File: src/ffsp_defs.vh
/*
  Constants for the fast framed serial port pair: APB register map,
  control field positions, reset values and bit clock timing counts.
  Assumes a 40 MHz system clock and inclusion by every design file.
*/
// Contract
// - Tx frame sync direction selectable, input after reset
// - Tx bit clock direction selectable, input, shifts out
// - Rx frame sync direction selectable, input after reset
// - Rx bit clock direction selectable, input, samples data
// - Bit clock between 512 KHz and 8.192 MHz
// - Tx sync and data launch edge selectable
// - Rx data sample edge selectable
// - Tx data open drain: drive low only
// - Two independent ports, numbered 0 and 1
// - Sync and clock pins undriven until outputs
`ifndef FFSP_DEFS_VH
`define FFSP_DEFS_VH

// Register byte offsets, one aligned word each
`define FFSP_CTRL0_OFS 12'h000
`define FFSP_CTRL1_OFS 12'h004
`define FFSP_STAT0_OFS 12'h008
`define FFSP_STAT1_OFS 12'h00C
`define FFSP_TXDATA0_OFS 12'h010
`define FFSP_TXDATA1_OFS 12'h014
`define FFSP_RXDATA0_OFS 12'h018
`define FFSP_RXDATA1_OFS 12'h01C

// Control register field positions
`define FFSP_C_TXFS_OUT 0
`define FFSP_C_TXCK_OUT 1
`define FFSP_C_RXFS_OUT 2
`define FFSP_C_RXCK_OUT 3
`define FFSP_C_TX_FALL 4
`define FFSP_C_RX_FALL 5
`define FFSP_C_ENABLE 6
`define FFSP_CTRL_W 7
`define FFSP_CTRL_RST 7'h00

// Status register field positions
`define FFSP_S_TX_READY 0
`define FFSP_S_RX_VALID 1
`define FFSP_S_RX_OVERRUN 2

// Word length and frame length in bits
`define FFSP_WORD_W 8
`define FFSP_FRAME_BITS 8'h20

// Generated bit clock: 40 MHz / (2 * 5) = 4 MHz, within range
`define FFSP_SYS_KHZ 40000
`define FFSP_BCLK_KHZ 4000
`define FFSP_HALF_CYC ((`FFSP_SYS_KHZ + 2 * `FFSP_BCLK_KHZ - 1) / (2 * `FFSP_BCLK_KHZ))
`define FFSP_DIV_W 4

`endif

File: src/ffsp_port.v
/*
  One fast framed serial port: transmit and receive directions with
  selectable pin directions and clock edges, and a two-entry buffer
  on each data path. Assumes pin inputs arrive raw from the pads.
*/
`default_nettype none
`include "ffsp_defs.vh"

module ffsp_port (
  input wire clk_in,
  input wire rst_in,
  input wire [`FFSP_CTRL_W-1:0] ctrl_in,
  input wire [`FFSP_WORD_W-1:0] tx_word_in,
  input wire tx_valid_in,
  output wire tx_ready_out,
  output wire [`FFSP_WORD_W-1:0] rx_word_out,
  output wire rx_valid_out,
  input wire rx_ready_in,
  output reg rx_overrun_out,
  input wire rx_overrun_clr_in,
  input wire tx_fs_in,
  output reg tx_fs_out,
  output wire tx_fs_oe_out,
  input wire tx_ck_in,
  output reg tx_ck_out,
  output wire tx_ck_oe_out,
  output wire tx_sd_oe_out,
  input wire rx_fs_in,
  output reg rx_fs_out,
  output wire rx_fs_oe_out,
  input wire rx_ck_in,
  output reg rx_ck_out,
  output wire rx_ck_oe_out,
  input wire rx_sd_in
);
  // Control fields
  wire en = ctrl_in[`FFSP_C_ENABLE];
  wire tx_fall = ctrl_in[`FFSP_C_TX_FALL];
  wire rx_fall = ctrl_in[`FFSP_C_RX_FALL];

  // Pins are driven only when chosen as outputs
  assign tx_fs_oe_out = ctrl_in[`FFSP_C_TXFS_OUT];
  assign tx_ck_oe_out = ctrl_in[`FFSP_C_TXCK_OUT];
  assign rx_fs_oe_out = ctrl_in[`FFSP_C_RXFS_OUT];
  assign rx_ck_oe_out = ctrl_in[`FFSP_C_RXCK_OUT];

  // Two-flop synchronisers for pad inputs
  reg [4:0] s1_r;
  reg [4:0] s2_r;
  always @(posedge clk_in or posedge rst_in) begin
    if (rst_in) begin
      s1_r <= 5'h1F;
      s2_r <= 5'h1F;
    end else begin
      s1_r <= {tx_fs_in, tx_ck_in, rx_fs_in, rx_ck_in, rx_sd_in};
      s2_r <= s1_r;
    end
  end

  // Internal bit clock divider, shared by both directions
  reg [`FFSP_DIV_W-1:0] div_r;
  reg gen_ck_r;
  always @(posedge clk_in or posedge rst_in) begin
    if (rst_in) begin
      div_r <= 4'h0;
      gen_ck_r <= 1'b0;
    end else if (div_r == `FFSP_HALF_CYC - 1) begin
      div_r <= 4'h0;
      gen_ck_r <= ~gen_ck_r;
    end else begin
      div_r <= div_r + 4'h1;
    end
  end

  // Effective clock levels: own generated or sampled pin
  wire tx_ck = tx_ck_oe_out ? gen_ck_r : s2_r[3];
  wire rx_ck = rx_ck_oe_out ? gen_ck_r : s2_r[1];
  reg tx_ck_d_r;
  reg rx_ck_d_r;
  always @(posedge clk_in or posedge rst_in) begin
    if (rst_in) begin
      // Match the synchroniser's pulled-up reset level: no false edge
      tx_ck_d_r <= 1'b1;
      rx_ck_d_r <= 1'b1;
      tx_ck_out <= 1'b0;
      rx_ck_out <= 1'b0;
    end else begin
      tx_ck_d_r <= tx_ck;
      rx_ck_d_r <= rx_ck;
      tx_ck_out <= gen_ck_r;
      rx_ck_out <= gen_ck_r;
    end
  end
  wire tx_rise = tx_ck & ~tx_ck_d_r;
  wire tx_fallx = ~tx_ck & tx_ck_d_r;
  wire rx_rise = rx_ck & ~rx_ck_d_r;
  wire rx_fallx = ~rx_ck & rx_ck_d_r;
  // Launch on chosen edge, sample sync on the other
  wire tx_launch = en & (tx_fall ? tx_fallx : tx_rise);
  wire tx_fs_samp = en & (tx_fall ? tx_rise : tx_fallx);
  // Rx data and incoming sync sampled on chosen edge
  wire rx_samp = en & (rx_fall ? rx_fallx : rx_rise);
  wire rx_launch = en & (rx_fall ? rx_rise : rx_fallx);

  // Transmit buffer: two entries; a word written while both are full is dropped
  wire [`FFSP_WORD_W-1:0] txb_data;
  wire txb_valid;
  reg txb_take;
  ffsp_buf2 u_txbuf (
    .clk_in(clk_in),
    .rst_in(rst_in),
    .in_data_in(tx_word_in),
    .in_valid_in(tx_valid_in),
    .in_ready_out(tx_ready_out),
    .out_data_out(txb_data),
    .out_valid_out(txb_valid),
    .out_ready_in(txb_take)
  );

  // Transmit shifter and bit counter within the frame
  reg [7:0] tx_bit_r;
  reg [`FFSP_WORD_W-1:0] tx_sh_r;
  reg [2:0] tx_cnt_r;
  reg tx_sd_r;
  reg tx_run_r;
  wire tx_frame_start = tx_fs_oe_out ? (tx_bit_r == 8'h00) : (tx_fs_samp & s2_r[4]);
  always @* begin
    txb_take = tx_launch & (tx_cnt_r == 3'h0) & txb_valid & tx_run_r;
  end
  always @(posedge clk_in or posedge rst_in) begin
    if (rst_in) begin
      tx_bit_r <= 8'h00;
      tx_sh_r <= 8'hFF;
      tx_cnt_r <= 3'h0;
      tx_sd_r <= 1'b1;
      tx_run_r <= 1'b0;
      tx_fs_out <= 1'b0;
    end else if (!en) begin
      tx_bit_r <= 8'h00;
      tx_cnt_r <= 3'h0;
      tx_sd_r <= 1'b1;
      tx_run_r <= 1'b0;
      tx_fs_out <= 1'b0;
    end else begin
      // External sync seen on sampling edge aligns the next launch
      if (!tx_fs_oe_out && tx_frame_start) begin
        tx_run_r <= 1'b1;
        tx_cnt_r <= 3'h0;
      end
      if (tx_launch) begin
        if (tx_fs_oe_out) begin
          tx_run_r <= 1'b1;
          tx_fs_out <= (tx_bit_r == 8'h00);
          tx_bit_r <= (tx_bit_r == `FFSP_FRAME_BITS - 8'h01) ? 8'h00 : tx_bit_r + 8'h01;
        end
        if (tx_run_r) begin
          // Idle bits are ones, which leave the line released
          if (tx_cnt_r == 3'h0) begin
            tx_sd_r <= txb_valid ? txb_data[7] : 1'b1;
            tx_sh_r <= txb_valid ? {txb_data[6:0], 1'b1} : 8'hFF;
          end else begin
            tx_sd_r <= tx_sh_r[7];
            tx_sh_r <= {tx_sh_r[6:0], 1'b1};
          end
          tx_cnt_r <= tx_cnt_r + 3'h1;
        end
      end
    end
  end
  // Open drain: enable only for a zero bit
  assign tx_sd_oe_out = ~tx_sd_r;

  // Receive side: own sync generation and data sampling
  reg [7:0] rx_bit_r;
  reg [`FFSP_WORD_W-1:0] rx_sh_r;
  reg [2:0] rx_cnt_r;
  reg rx_run_r;
  reg rx_push_r;
  reg [`FFSP_WORD_W-1:0] rx_word_r;
  wire rxb_ready;
  always @(posedge clk_in or posedge rst_in) begin
    if (rst_in) begin
      rx_bit_r <= 8'h00;
      rx_sh_r <= 8'h00;
      rx_cnt_r <= 3'h0;
      rx_run_r <= 1'b0;
      rx_push_r <= 1'b0;
      rx_word_r <= 8'h00;
      rx_fs_out <= 1'b0;
    end else if (!en) begin
      rx_bit_r <= 8'h00;
      rx_cnt_r <= 3'h0;
      rx_run_r <= 1'b0;
      rx_push_r <= 1'b0;
      rx_fs_out <= 1'b0;
    end else begin
      rx_push_r <= 1'b0;
      // Own sync launched opposite to the sampling edge
      if (rx_launch && rx_fs_oe_out) begin
        rx_fs_out <= (rx_bit_r == 8'h00);
        rx_bit_r <= (rx_bit_r == `FFSP_FRAME_BITS - 8'h01) ? 8'h00 : rx_bit_r + 8'h01;
      end
      if (rx_samp) begin
        if ((rx_fs_oe_out ? rx_fs_out : s2_r[2])) begin
          rx_run_r <= 1'b1;
          rx_cnt_r <= 3'h1;
          rx_sh_r <= {rx_sh_r[6:0], s2_r[0]};
        end else if (rx_run_r) begin
          rx_sh_r <= {rx_sh_r[6:0], s2_r[0]};
          rx_cnt_r <= rx_cnt_r + 3'h1;
          if (rx_cnt_r == 3'h7) begin
            rx_word_r <= {rx_sh_r[6:0], s2_r[0]};
            rx_push_r <= 1'b1;
          end
        end
      end
    end
  end
  // Overrun when a word arrives with both buffer slots full; set beats clear
  always @(posedge clk_in or posedge rst_in) begin
    if (rst_in) begin
      rx_overrun_out <= 1'b0;
    end else if (rx_push_r && !rxb_ready) begin
      rx_overrun_out <= 1'b1;
    end else if (rx_overrun_clr_in) begin
      rx_overrun_out <= 1'b0;
    end
  end

  // Receive buffer toward software
  ffsp_buf2 u_rxbuf (
    .clk_in(clk_in),
    .rst_in(rst_in),
    .in_data_in(rx_word_r),
    .in_valid_in(rx_push_r),
    .in_ready_out(rxb_ready),
    .out_data_out(rx_word_out),
    .out_valid_out(rx_valid_out),
    .out_ready_in(rx_ready_in)
  );
endmodule

// Two-entry valid/ready buffer, data from flops
module ffsp_buf2 (
  input wire clk_in,
  input wire rst_in,
  input wire [`FFSP_WORD_W-1:0] in_data_in,
  input wire in_valid_in,
  output wire in_ready_out,
  output wire [`FFSP_WORD_W-1:0] out_data_out,
  output wire out_valid_out,
  input wire out_ready_in
);
  reg [`FFSP_WORD_W-1:0] mem_r [0:1];
  reg rd_r;
  reg wr_r;
  reg [1:0] cnt_r;
  wire push = in_valid_in & (cnt_r != 2'h2);
  wire pop = out_ready_in & (cnt_r != 2'h0);
  assign in_ready_out = (cnt_r != 2'h2);
  assign out_valid_out = (cnt_r != 2'h0);
  assign out_data_out = mem_r[rd_r];
  // Pointer and count update
  always @(posedge clk_in or posedge rst_in) begin
    if (rst_in) begin
      rd_r <= 1'b0;
      wr_r <= 1'b0;
      cnt_r <= 2'h0;
      mem_r[0] <= 8'h00;
      mem_r[1] <= 8'h00;
    end else begin
      if (push) begin
        mem_r[wr_r] <= in_data_in;
        wr_r <= ~wr_r;
      end
      if (pop) begin
        rd_r <= ~rd_r;
      end
      cnt_r <= cnt_r + {1'b0, push} - {1'b0, pop};
    end
  end
endmodule
`default_nettype wire

File: src/ffsp_top.v
/*
  Top of the fast framed serial port pair: APB slave with control,
  status and data registers, and two port instances.
  Assumes an APB master on CLK_SYS_IN; pads resolve enables.
*/
`default_nettype none
`include "ffsp_defs.vh"

module ffsp_top (
  input wire CLK_SYS_IN,
  input wire SYS_RST_IN,
  input wire PSEL_IN,
  input wire PENABLE_IN,
  input wire PWRITE_IN,
  input wire [11:0] PADDR_IN,
  input wire [31:0] PWDATA_IN,
  output reg [31:0] PRDATA_OUT,
  output wire PREADY_OUT,
  output wire PSLVERR_OUT,
  input wire [1:0] TX_FS_IN,
  output wire [1:0] TX_FS_OUT,
  output wire [1:0] TX_FS_OE_OUT,
  input wire [1:0] TX_CK_IN,
  output wire [1:0] TX_CK_OUT,
  output wire [1:0] TX_CK_OE_OUT,
  output wire [1:0] TX_SD_OUT,
  output wire [1:0] TX_SD_OE_OUT,
  input wire [1:0] RX_FS_IN,
  output wire [1:0] RX_FS_OUT,
  output wire [1:0] RX_FS_OE_OUT,
  input wire [1:0] RX_CK_IN,
  output wire [1:0] RX_CK_OUT,
  output wire [1:0] RX_CK_OE_OUT,
  input wire [1:0] RX_SD_IN
);
  // Per-port control, reset to all inputs
  reg [`FFSP_CTRL_W-1:0] ctrl_r [0:1];
  wire [1:0] tx_ready;
  wire [1:0] rx_valid;
  wire [1:0] overrun;
  wire [`FFSP_WORD_W-1:0] rx_word [0:1];
  wire acc = PSEL_IN & PENABLE_IN;
  wire wr = acc & PWRITE_IN;
  wire rd = acc & ~PWRITE_IN;
  wire hit = (PADDR_IN[11:5] == 7'h00) & (PADDR_IN[1:0] == 2'h0);
  // Zero wait states; unmapped addresses answer with an error
  assign PREADY_OUT = 1'b1;
  assign PSLVERR_OUT = acc & ~hit;
  // Open drain data only ever drives low
  assign TX_SD_OUT = 2'h0;

  // Control register writes
  always @(posedge CLK_SYS_IN or posedge SYS_RST_IN) begin
    if (SYS_RST_IN) begin
      ctrl_r[0] <= `FFSP_CTRL_RST;
      ctrl_r[1] <= `FFSP_CTRL_RST;
    end else if (wr && PADDR_IN == `FFSP_CTRL0_OFS) begin
      ctrl_r[0] <= PWDATA_IN[`FFSP_CTRL_W-1:0];
    end else if (wr && PADDR_IN == `FFSP_CTRL1_OFS) begin
      ctrl_r[1] <= PWDATA_IN[`FFSP_CTRL_W-1:0];
    end
  end

  // Read mux over flops; valid while the address is held
  always @* begin
    PRDATA_OUT = 32'h0000_0000;
    case (PADDR_IN)
      `FFSP_CTRL0_OFS: PRDATA_OUT = {25'h0, ctrl_r[0]};
      `FFSP_CTRL1_OFS: PRDATA_OUT = {25'h0, ctrl_r[1]};
      `FFSP_STAT0_OFS: PRDATA_OUT = {29'h0, overrun[0], rx_valid[0], tx_ready[0]};
      `FFSP_STAT1_OFS: PRDATA_OUT = {29'h0, overrun[1], rx_valid[1], tx_ready[1]};
      `FFSP_RXDATA0_OFS: PRDATA_OUT = {24'h0, rx_word[0]};
      `FFSP_RXDATA1_OFS: PRDATA_OUT = {24'h0, rx_word[1]};
      default: PRDATA_OUT = 32'h0000_0000;
    endcase
  end

  // Two identical independent ports
  genvar g;
  generate
    for (g = 0; g < 2; g = g + 1) begin : gp
      ffsp_port u_port (
        .clk_in(CLK_SYS_IN),
        .rst_in(SYS_RST_IN),
        .ctrl_in(ctrl_r[g]),
        .tx_word_in(PWDATA_IN[`FFSP_WORD_W-1:0]),
        .tx_valid_in(wr && PADDR_IN == (`FFSP_TXDATA0_OFS + 12'h004 * g)),
        .tx_ready_out(tx_ready[g]),
        .rx_word_out(rx_word[g]),
        .rx_valid_out(rx_valid[g]),
        .rx_ready_in(rd && PADDR_IN == (`FFSP_RXDATA0_OFS + 12'h004 * g)),
        .rx_overrun_out(overrun[g]),
        .rx_overrun_clr_in(wr && PADDR_IN == (`FFSP_STAT0_OFS + 12'h004 * g)
          && PWDATA_IN[`FFSP_S_RX_OVERRUN]),
        .tx_fs_in(TX_FS_IN[g]),
        .tx_fs_out(TX_FS_OUT[g]),
        .tx_fs_oe_out(TX_FS_OE_OUT[g]),
        .tx_ck_in(TX_CK_IN[g]),
        .tx_ck_out(TX_CK_OUT[g]),
        .tx_ck_oe_out(TX_CK_OE_OUT[g]),
        .tx_sd_oe_out(TX_SD_OE_OUT[g]),
        .rx_fs_in(RX_FS_IN[g]),
        .rx_fs_out(RX_FS_OUT[g]),
        .rx_fs_oe_out(RX_FS_OE_OUT[g]),
        .rx_ck_in(RX_CK_IN[g]),
        .rx_ck_out(RX_CK_OUT[g]),
        .rx_ck_oe_out(RX_CK_OE_OUT[g]),
        .rx_sd_in(RX_SD_IN[g])
      );
    end
  endgenerate
endmodule
`default_nettype wire

File: config.mk
export PLATFORM = sky130hd
export DESIGN_NAME = ffsp_top
export DESIGN_NICKNAME = d
export VERILOG_FILES = /design/src/ffsp_port.v /design/src/ffsp_top.v
export VERILOG_INCLUDE_DIRS = /design/src
export SDC_FILE = /design/constraint.sdc
export NUM_CORES = 1
export LEC_CHECK = 0
export BUFFER_PORTS_ARGS = -buffer_cell sky130_fd_sc_hd__buf_2
export CORE_MARGIN = 1.5
export CORE_UTILIZATION = 53
export DETAILED_ROUTE_END_ITERATION = 10
export GPL_TIMING_DRIVEN = 1
export PLACE_DENSITY_LB_ADDON = 0.15
export SYNTH_ARGS = -nofsm -noshare
export SYNTH_HDL_FRONTEND = slang
export SYNTH_SLANG_ARGS = --single-unit
export TNS_END_PERCENT = 20
File: constraint.sdc
create_clock -name CLK_SYS_IN -period 7.9 [get_ports CLK_SYS_IN]
set_input_delay 1.185 -clock CLK_SYS_IN [delete_from_list [all_inputs] [get_ports CLK_SYS_IN]]
set_output_delay 1.185 -clock CLK_SYS_IN [all_outputs]
set_load 0.02 [all_outputs]
== After elaboration in Yosys (flattened, before gate mapping) ==
Index checks and enable logic that the tools add are counted.

* Bits in registers: 234
* Input bits: 59
* Output and inout port bits: 54
* Logic and storage cells: 382

* Add/subtract/negate cells: 18
* Order comparisons: 12
* Equal/unequal tests: 33
* Muxes and demuxes: 129
* Bitwise operators: 70
* Reductions and logical operators: 56

{| class="wikitable"
|+ Operators by type and width
! cell !! count
|-
| 8-bit two-way mux || 34
|-
| 16-bit bitwise mux || 4
|-
| 1-bit two-way mux || 64
|-
| 12-bit by 5-bit equality test with 1-bit output, second input constant || 4
|-
| 3-bit two-way mux || 16
|-
| 8-bit case mux with 6 select lines || 1
|-
| 1-bit bitwise AND || 37
|-
| 8-bit by 1-bit adder with 8-bit output, second input constant || 4
|-
| 8-bit demux with 1-bit select || 4
|-
| 8-bit by 5-bit equality test with 1-bit output, second input constant || 4
|-
| 8-bit logical NOT || 4
|-
| 7-bit two-way mux || 4
|-
| 1-bit NOT || 25
|-
| 12-bit by 4-bit equality test with 1-bit output, second input constant || 2
|-
| 1-bit logical AND || 20
|-
| 2-bit by 1-bit inequality test with 1-bit output, second input constant || 10
|-
| 2-bit AND reduction || 9
|-
| 2-bit greater-or-equal comparator, second input constant || 8
|-
| 1-bit NOT with 2-bit output || 8
|-
| 2-bit nonzero test || 8
|-
| 3-bit by 1-bit adder with 3-bit output, second input constant || 4
|-
| 12-bit by 3-bit equality test with 1-bit output, second input constant || 1
|-
| 12-bit logical NOT || 1
|-
| 2-bit inequality test, second input constant || 6
|-
| other kinds (14) || 36
|}

== Longest topological paths before layout ==
* Depth after elaboration: 12
* Mapped depth: 11
* Gate-level depth less buffers: 10

== Cells and area by module ==
A second synthesis with hierarchy kept.

* Cells, all modules: 964
* Area, all modules: 11767.5 µm²

{| class="wikitable"
|+ Modules (own cells, without submodules)
! module !! instances !! cells each !! area an instance (µm²) !! sequential area each (µm²)
|-
| ffsp_buf2 || 4 || 61 || 975.9 || 500.5
|-
| ffsp_port (gp[0].u_port) || 1 || 294 || 3331.9 || 1751.7
|-
| ffsp_port (gp[1].u_port) || 1 || 299 || 3279.4 || 1751.7
|-
| ffsp_top || 1 || 127 || 1252.5 || 350.3
|}

== Least setup slack after synthesis ==
OpenSTA, ideal clock, no wires.

* Kind: input to output
* Start point: in PADDR_IN[2]
* End point: out PRDATA_OUT[0]
* Data arrival time: 2674 ps
* Path slack: 4041 ps
* Stages on the path: 5
* Cells stage by stage: clkbuf_1 buf_1 mux2i_1 a21oi_1 o31ai_1

* Word-level cells in the longest chain between the ends: 2

{| class="wikitable"
|+ RTL lines
! element !! RTL line !! source
|-
| from (decl) || ffsp_top.v:15 || <nowiki>input wire [11:0] PADDR_IN,</nowiki>
|-
| 12-bit by 5-bit equality test with 1-bit output (tied with other cells) || ffsp_top.v:67 || <nowiki>case (PADDR_IN)</nowiki>
|-
| 8-bit case mux with 6 select lines * || ffsp_top.v:67 ||
|-
| to (decl) || ffsp_top.v:17 || <nowiki>output reg [31:0] PRDATA_OUT,</nowiki>
|}

Every way passes the cells marked *; elsewhere a longest branch is shown, timed or not.

== Worst setup path after layout ==
* Start point: in PADDR_IN[5]
* End point: out PRDATA_OUT[3]

Same word-level chain as after synthesis.

==> results.ini <==
[synthesis]
ys_seq_area_frac=0.533
synth_edf_count=0
synthDistinctLibCells=63
ys_async_sr_fraction=1.00
yosysTopAreaCell=dfrtp_1
yosys_warnings=0
synth_seq_cells=232
netlist_area_um2=11000
syn_avg_cell_area_um2=11.8
synthTopCellsByArea=dfrtp_1 44%, mux2_2 12%, dfstp_2 9.6%
synthCells=933
synth_top_area_share=0.438
ys.flop_type=dfrtp_1

[floorplanning]
die_x_um=147
pin_count=113
std_cell_rows=52
core_area_um2=20300
start_util=0.541
die_h_um=147
die-area_um2=21600

[min_path]
hold_path_class=reg2reg
whs_path_depth=0

[power]
p_per_area_nw_per_um2=198
p_comb_frac=0.030
fin_total_pwr_w=0.00239
sw_frac_of_total=0.211
p_seq_frac=0.505
net-switching-power_w=0.000503
p_leak_nw=5.72
p_clk_frac=0.466
vdd_drop_max_mv=0.138
intPower_w=0.00188

[critical_path]
r2r_cells=7
crit_fanout=5
critical_path_class=in2out
cp.required_ns=6.71
end_kind=output pin
cp.arrival_ns=2.66
start_kind=input pin

[cts]
insertion_delay_ns=0.51
cts.htree.levels=1
clk_path_buf_depth=3
cts_resized=0
clkTransAtPathRegs_ns=0.05
cts_tree=yes
cts_made_buffers=25
cts_setup_buffers=0
cts-root-buf=clkbuf_16
ctsHoldBuffers=0
cts.sinks=232

[place]
hpwl_um=13700
io_buffers=61
routabilityCongestion=0.882

[sta]
fin_setup_tns_ns=0
clock_skew_ns=0.0137
maxSlewViolCount=0
hold_viol=0
finalCritPeriodShare=0.486
setup_viol=0
fmax_mhz=260
max_slew.worst_pin.slew_ns=0.861
relSlewSlack=0.424
final.min_clock_period_ns=3.84
rsz0062_at_grt=false

[route]
route.detailed.drc=0
post_drt_wl_per_cell_um=15.9
drt-vias-per-instance=5.35
ant_nets=0
num_vias=6748
routed_wl_um=20100
drtIter0Drc=292
firstDrtPassIters=4

[global_route]
overflow=0
grt_pass1_vias=6694
grt_pass1_wl_um=34000
antenna_found_initial=0
grt_max_degree=108
grt_use_total=0.193

[cells_and_area]
area_delta_synth_final_pct=10.0
antennaDiodeCount=0
layout-drive-gt1-share=0.284
post-route-util=0.595
final_nets=1061

[job]
drv_cap=0

[run_status]
status=complete, no violations

[routing by layer]
| layer | global-route usage | share of wire | vias up |
|---|---|---|---|
| met5 | 0 | 0 | - |
| met4 | 0.0435 | 0.019 | 0 |
| met3 | 0.0301 | 0.035 | 28 |
| met2 | 0.310 | 0.45 | 107 |
| met1 | 0.278 | 0.49 | 3323 |
| li1 | - | - | 3290 |
[synth_stat cells, types with 16 or more instances]
cell type / number
dfrtp_1: 192
mux2_2: 121
nor2_1: 73
nand2_1: 55
buf_4: 45
mux2i_1: 45
dfstp_2: 40
inv_1: 32
ha_1: 28
a21oi_1: 26
nand3_1: 26
o21ai_0: 20
clkbuf_1: 18
xnor2_1: 17
nor2b_1: 16
[cell usage in the layout (no fill, tap or decap), types with 11 or more instances in the layout]
cell type	instances
clkbuf_16	25
inv_1	31
nand3_1	26
a221oi_1	12
nor2_1	73
o22ai_1	13
and3_1	14
buf_2	61
conb_1	27
mux2i_1	45
nor3_1	11
mux2_2	121
xnor2_1	17
dfstp_2	40
o21ai_0	20
a21oi_1	26
ha_1	28
nor2b_1	16
xor2_1	14
dfrtp_1	192
nand2_1	55
[per-stage QoR]
stage               cells  hold WS [ns]  area [µm²]  worst slack [ns]
global route         1262         0.361       12100              3.96
finish               1262         0.354       12100              4.06
floorplan             958         0.345       11100             0.420
CTS                  1262         0.356       12100              4.09
detailed placement   1217         0.347       11300              4.11
global placement     1217         0.345       11300              4.09
[registers in the layout (all words and copies together), names as in the netlist, 4 cells and up]
register,flops
gp.u_port.u_txbuf.mem_r,32
gp.u_port.s1_r,10
gp.u_port.tx_bit_r,16
gp.u_port.rx_word_r,16
gp.u_port.s2_r,10
gp.u_port.rx_bit_r,16
gp.u_port.tx_sh_r,14
gp.u_port.rx_sh_r,14
gp.u_port.u_rxbuf.mem_r,32
ctrl_r,14
gp.u_port.u_rxbuf.cnt_r,4
gp.u_port.tx_cnt_r,6
gp.u_port.div_r,8
gp.u_port.rx_cnt_r,6
gp.u_port.u_txbuf.cnt_r,4
[power by group through the flow]
stage	combinational, W	clock [W]	sequential, W
floorplan	0.0000565	0	0.00122
finish	0.0000708	0.00111	0.00120
detailed placement	0.0000727	0	0.00122
CTS	0.0000727	0.00114	0.00120
global placement	0.0000722	0	0.00122
global route	0.0000801	0.00119	0.00120
[critical path, stage by stage]
cell and delay, ns:
buf_2 0.12, nor4_2 0.55, nand2b_1 0.22, o22ai_1 0.25, a21oi_1 0.07, nor2_1 0.09, buf_2 0.17
[worst paths after layout]
| path | start | to | slack, ns |
|---|---|---|---|
| min in group asynchronous | SYS_RST_IN | gp[0].u_port.rx_sh_r[0] | 0.81 |
| worst max-delay path | PADDR_IN[5] | PRDATA_OUT[3] | 4.06 |
| max in group asynchronous | SYS_RST_IN | gp[1].u_port.u_txbuf.rd_r | 5.79 |
| worst min register to register | gp[0].u_port.s1_r[2] | gp[0].u_port.s2_r[2] | 0.35 |
| worst min-delay path | gp[0].u_port.s1_r[2] | gp[0].u_port.s2_r[2] | 0.35 |
| worst max register to register | ctrl_r[6] | gp[1].u_port.u_txbuf.cnt_r[1] | 4.97 |
[area by class of cell]
| class | instances | area (µm²) |
|---|---|---|
| clock inverter | 2 | 10.0 |
| multi-input combinational | 619 | 4640 |
| sequential | 232 | 5860 |
| tap | 270 | 338 |
| fill | 1707 | 8220 |
| clock buffer | 43 | 783 |
| inverter | 33 | 131 |
| timing repair buffer | 63 | 320 |
[cell families (layout without fill, tap and decap cells)]
family	after synthesis	in the layout	share of synthesized area
adders and majority gates	28	28	0.0319
buffers and inverters	107	141	0.0525
AOI/OAI and AO/OA	103	103	0.0610
DFF	232	232	0.533
xor gates and xnor gates	31	31	0.0247
and+or+nand+nor	260	260	0.125
muxes	170	170	0.170
other	2	27	0.000684
Power figures use the tool's default switching activity.
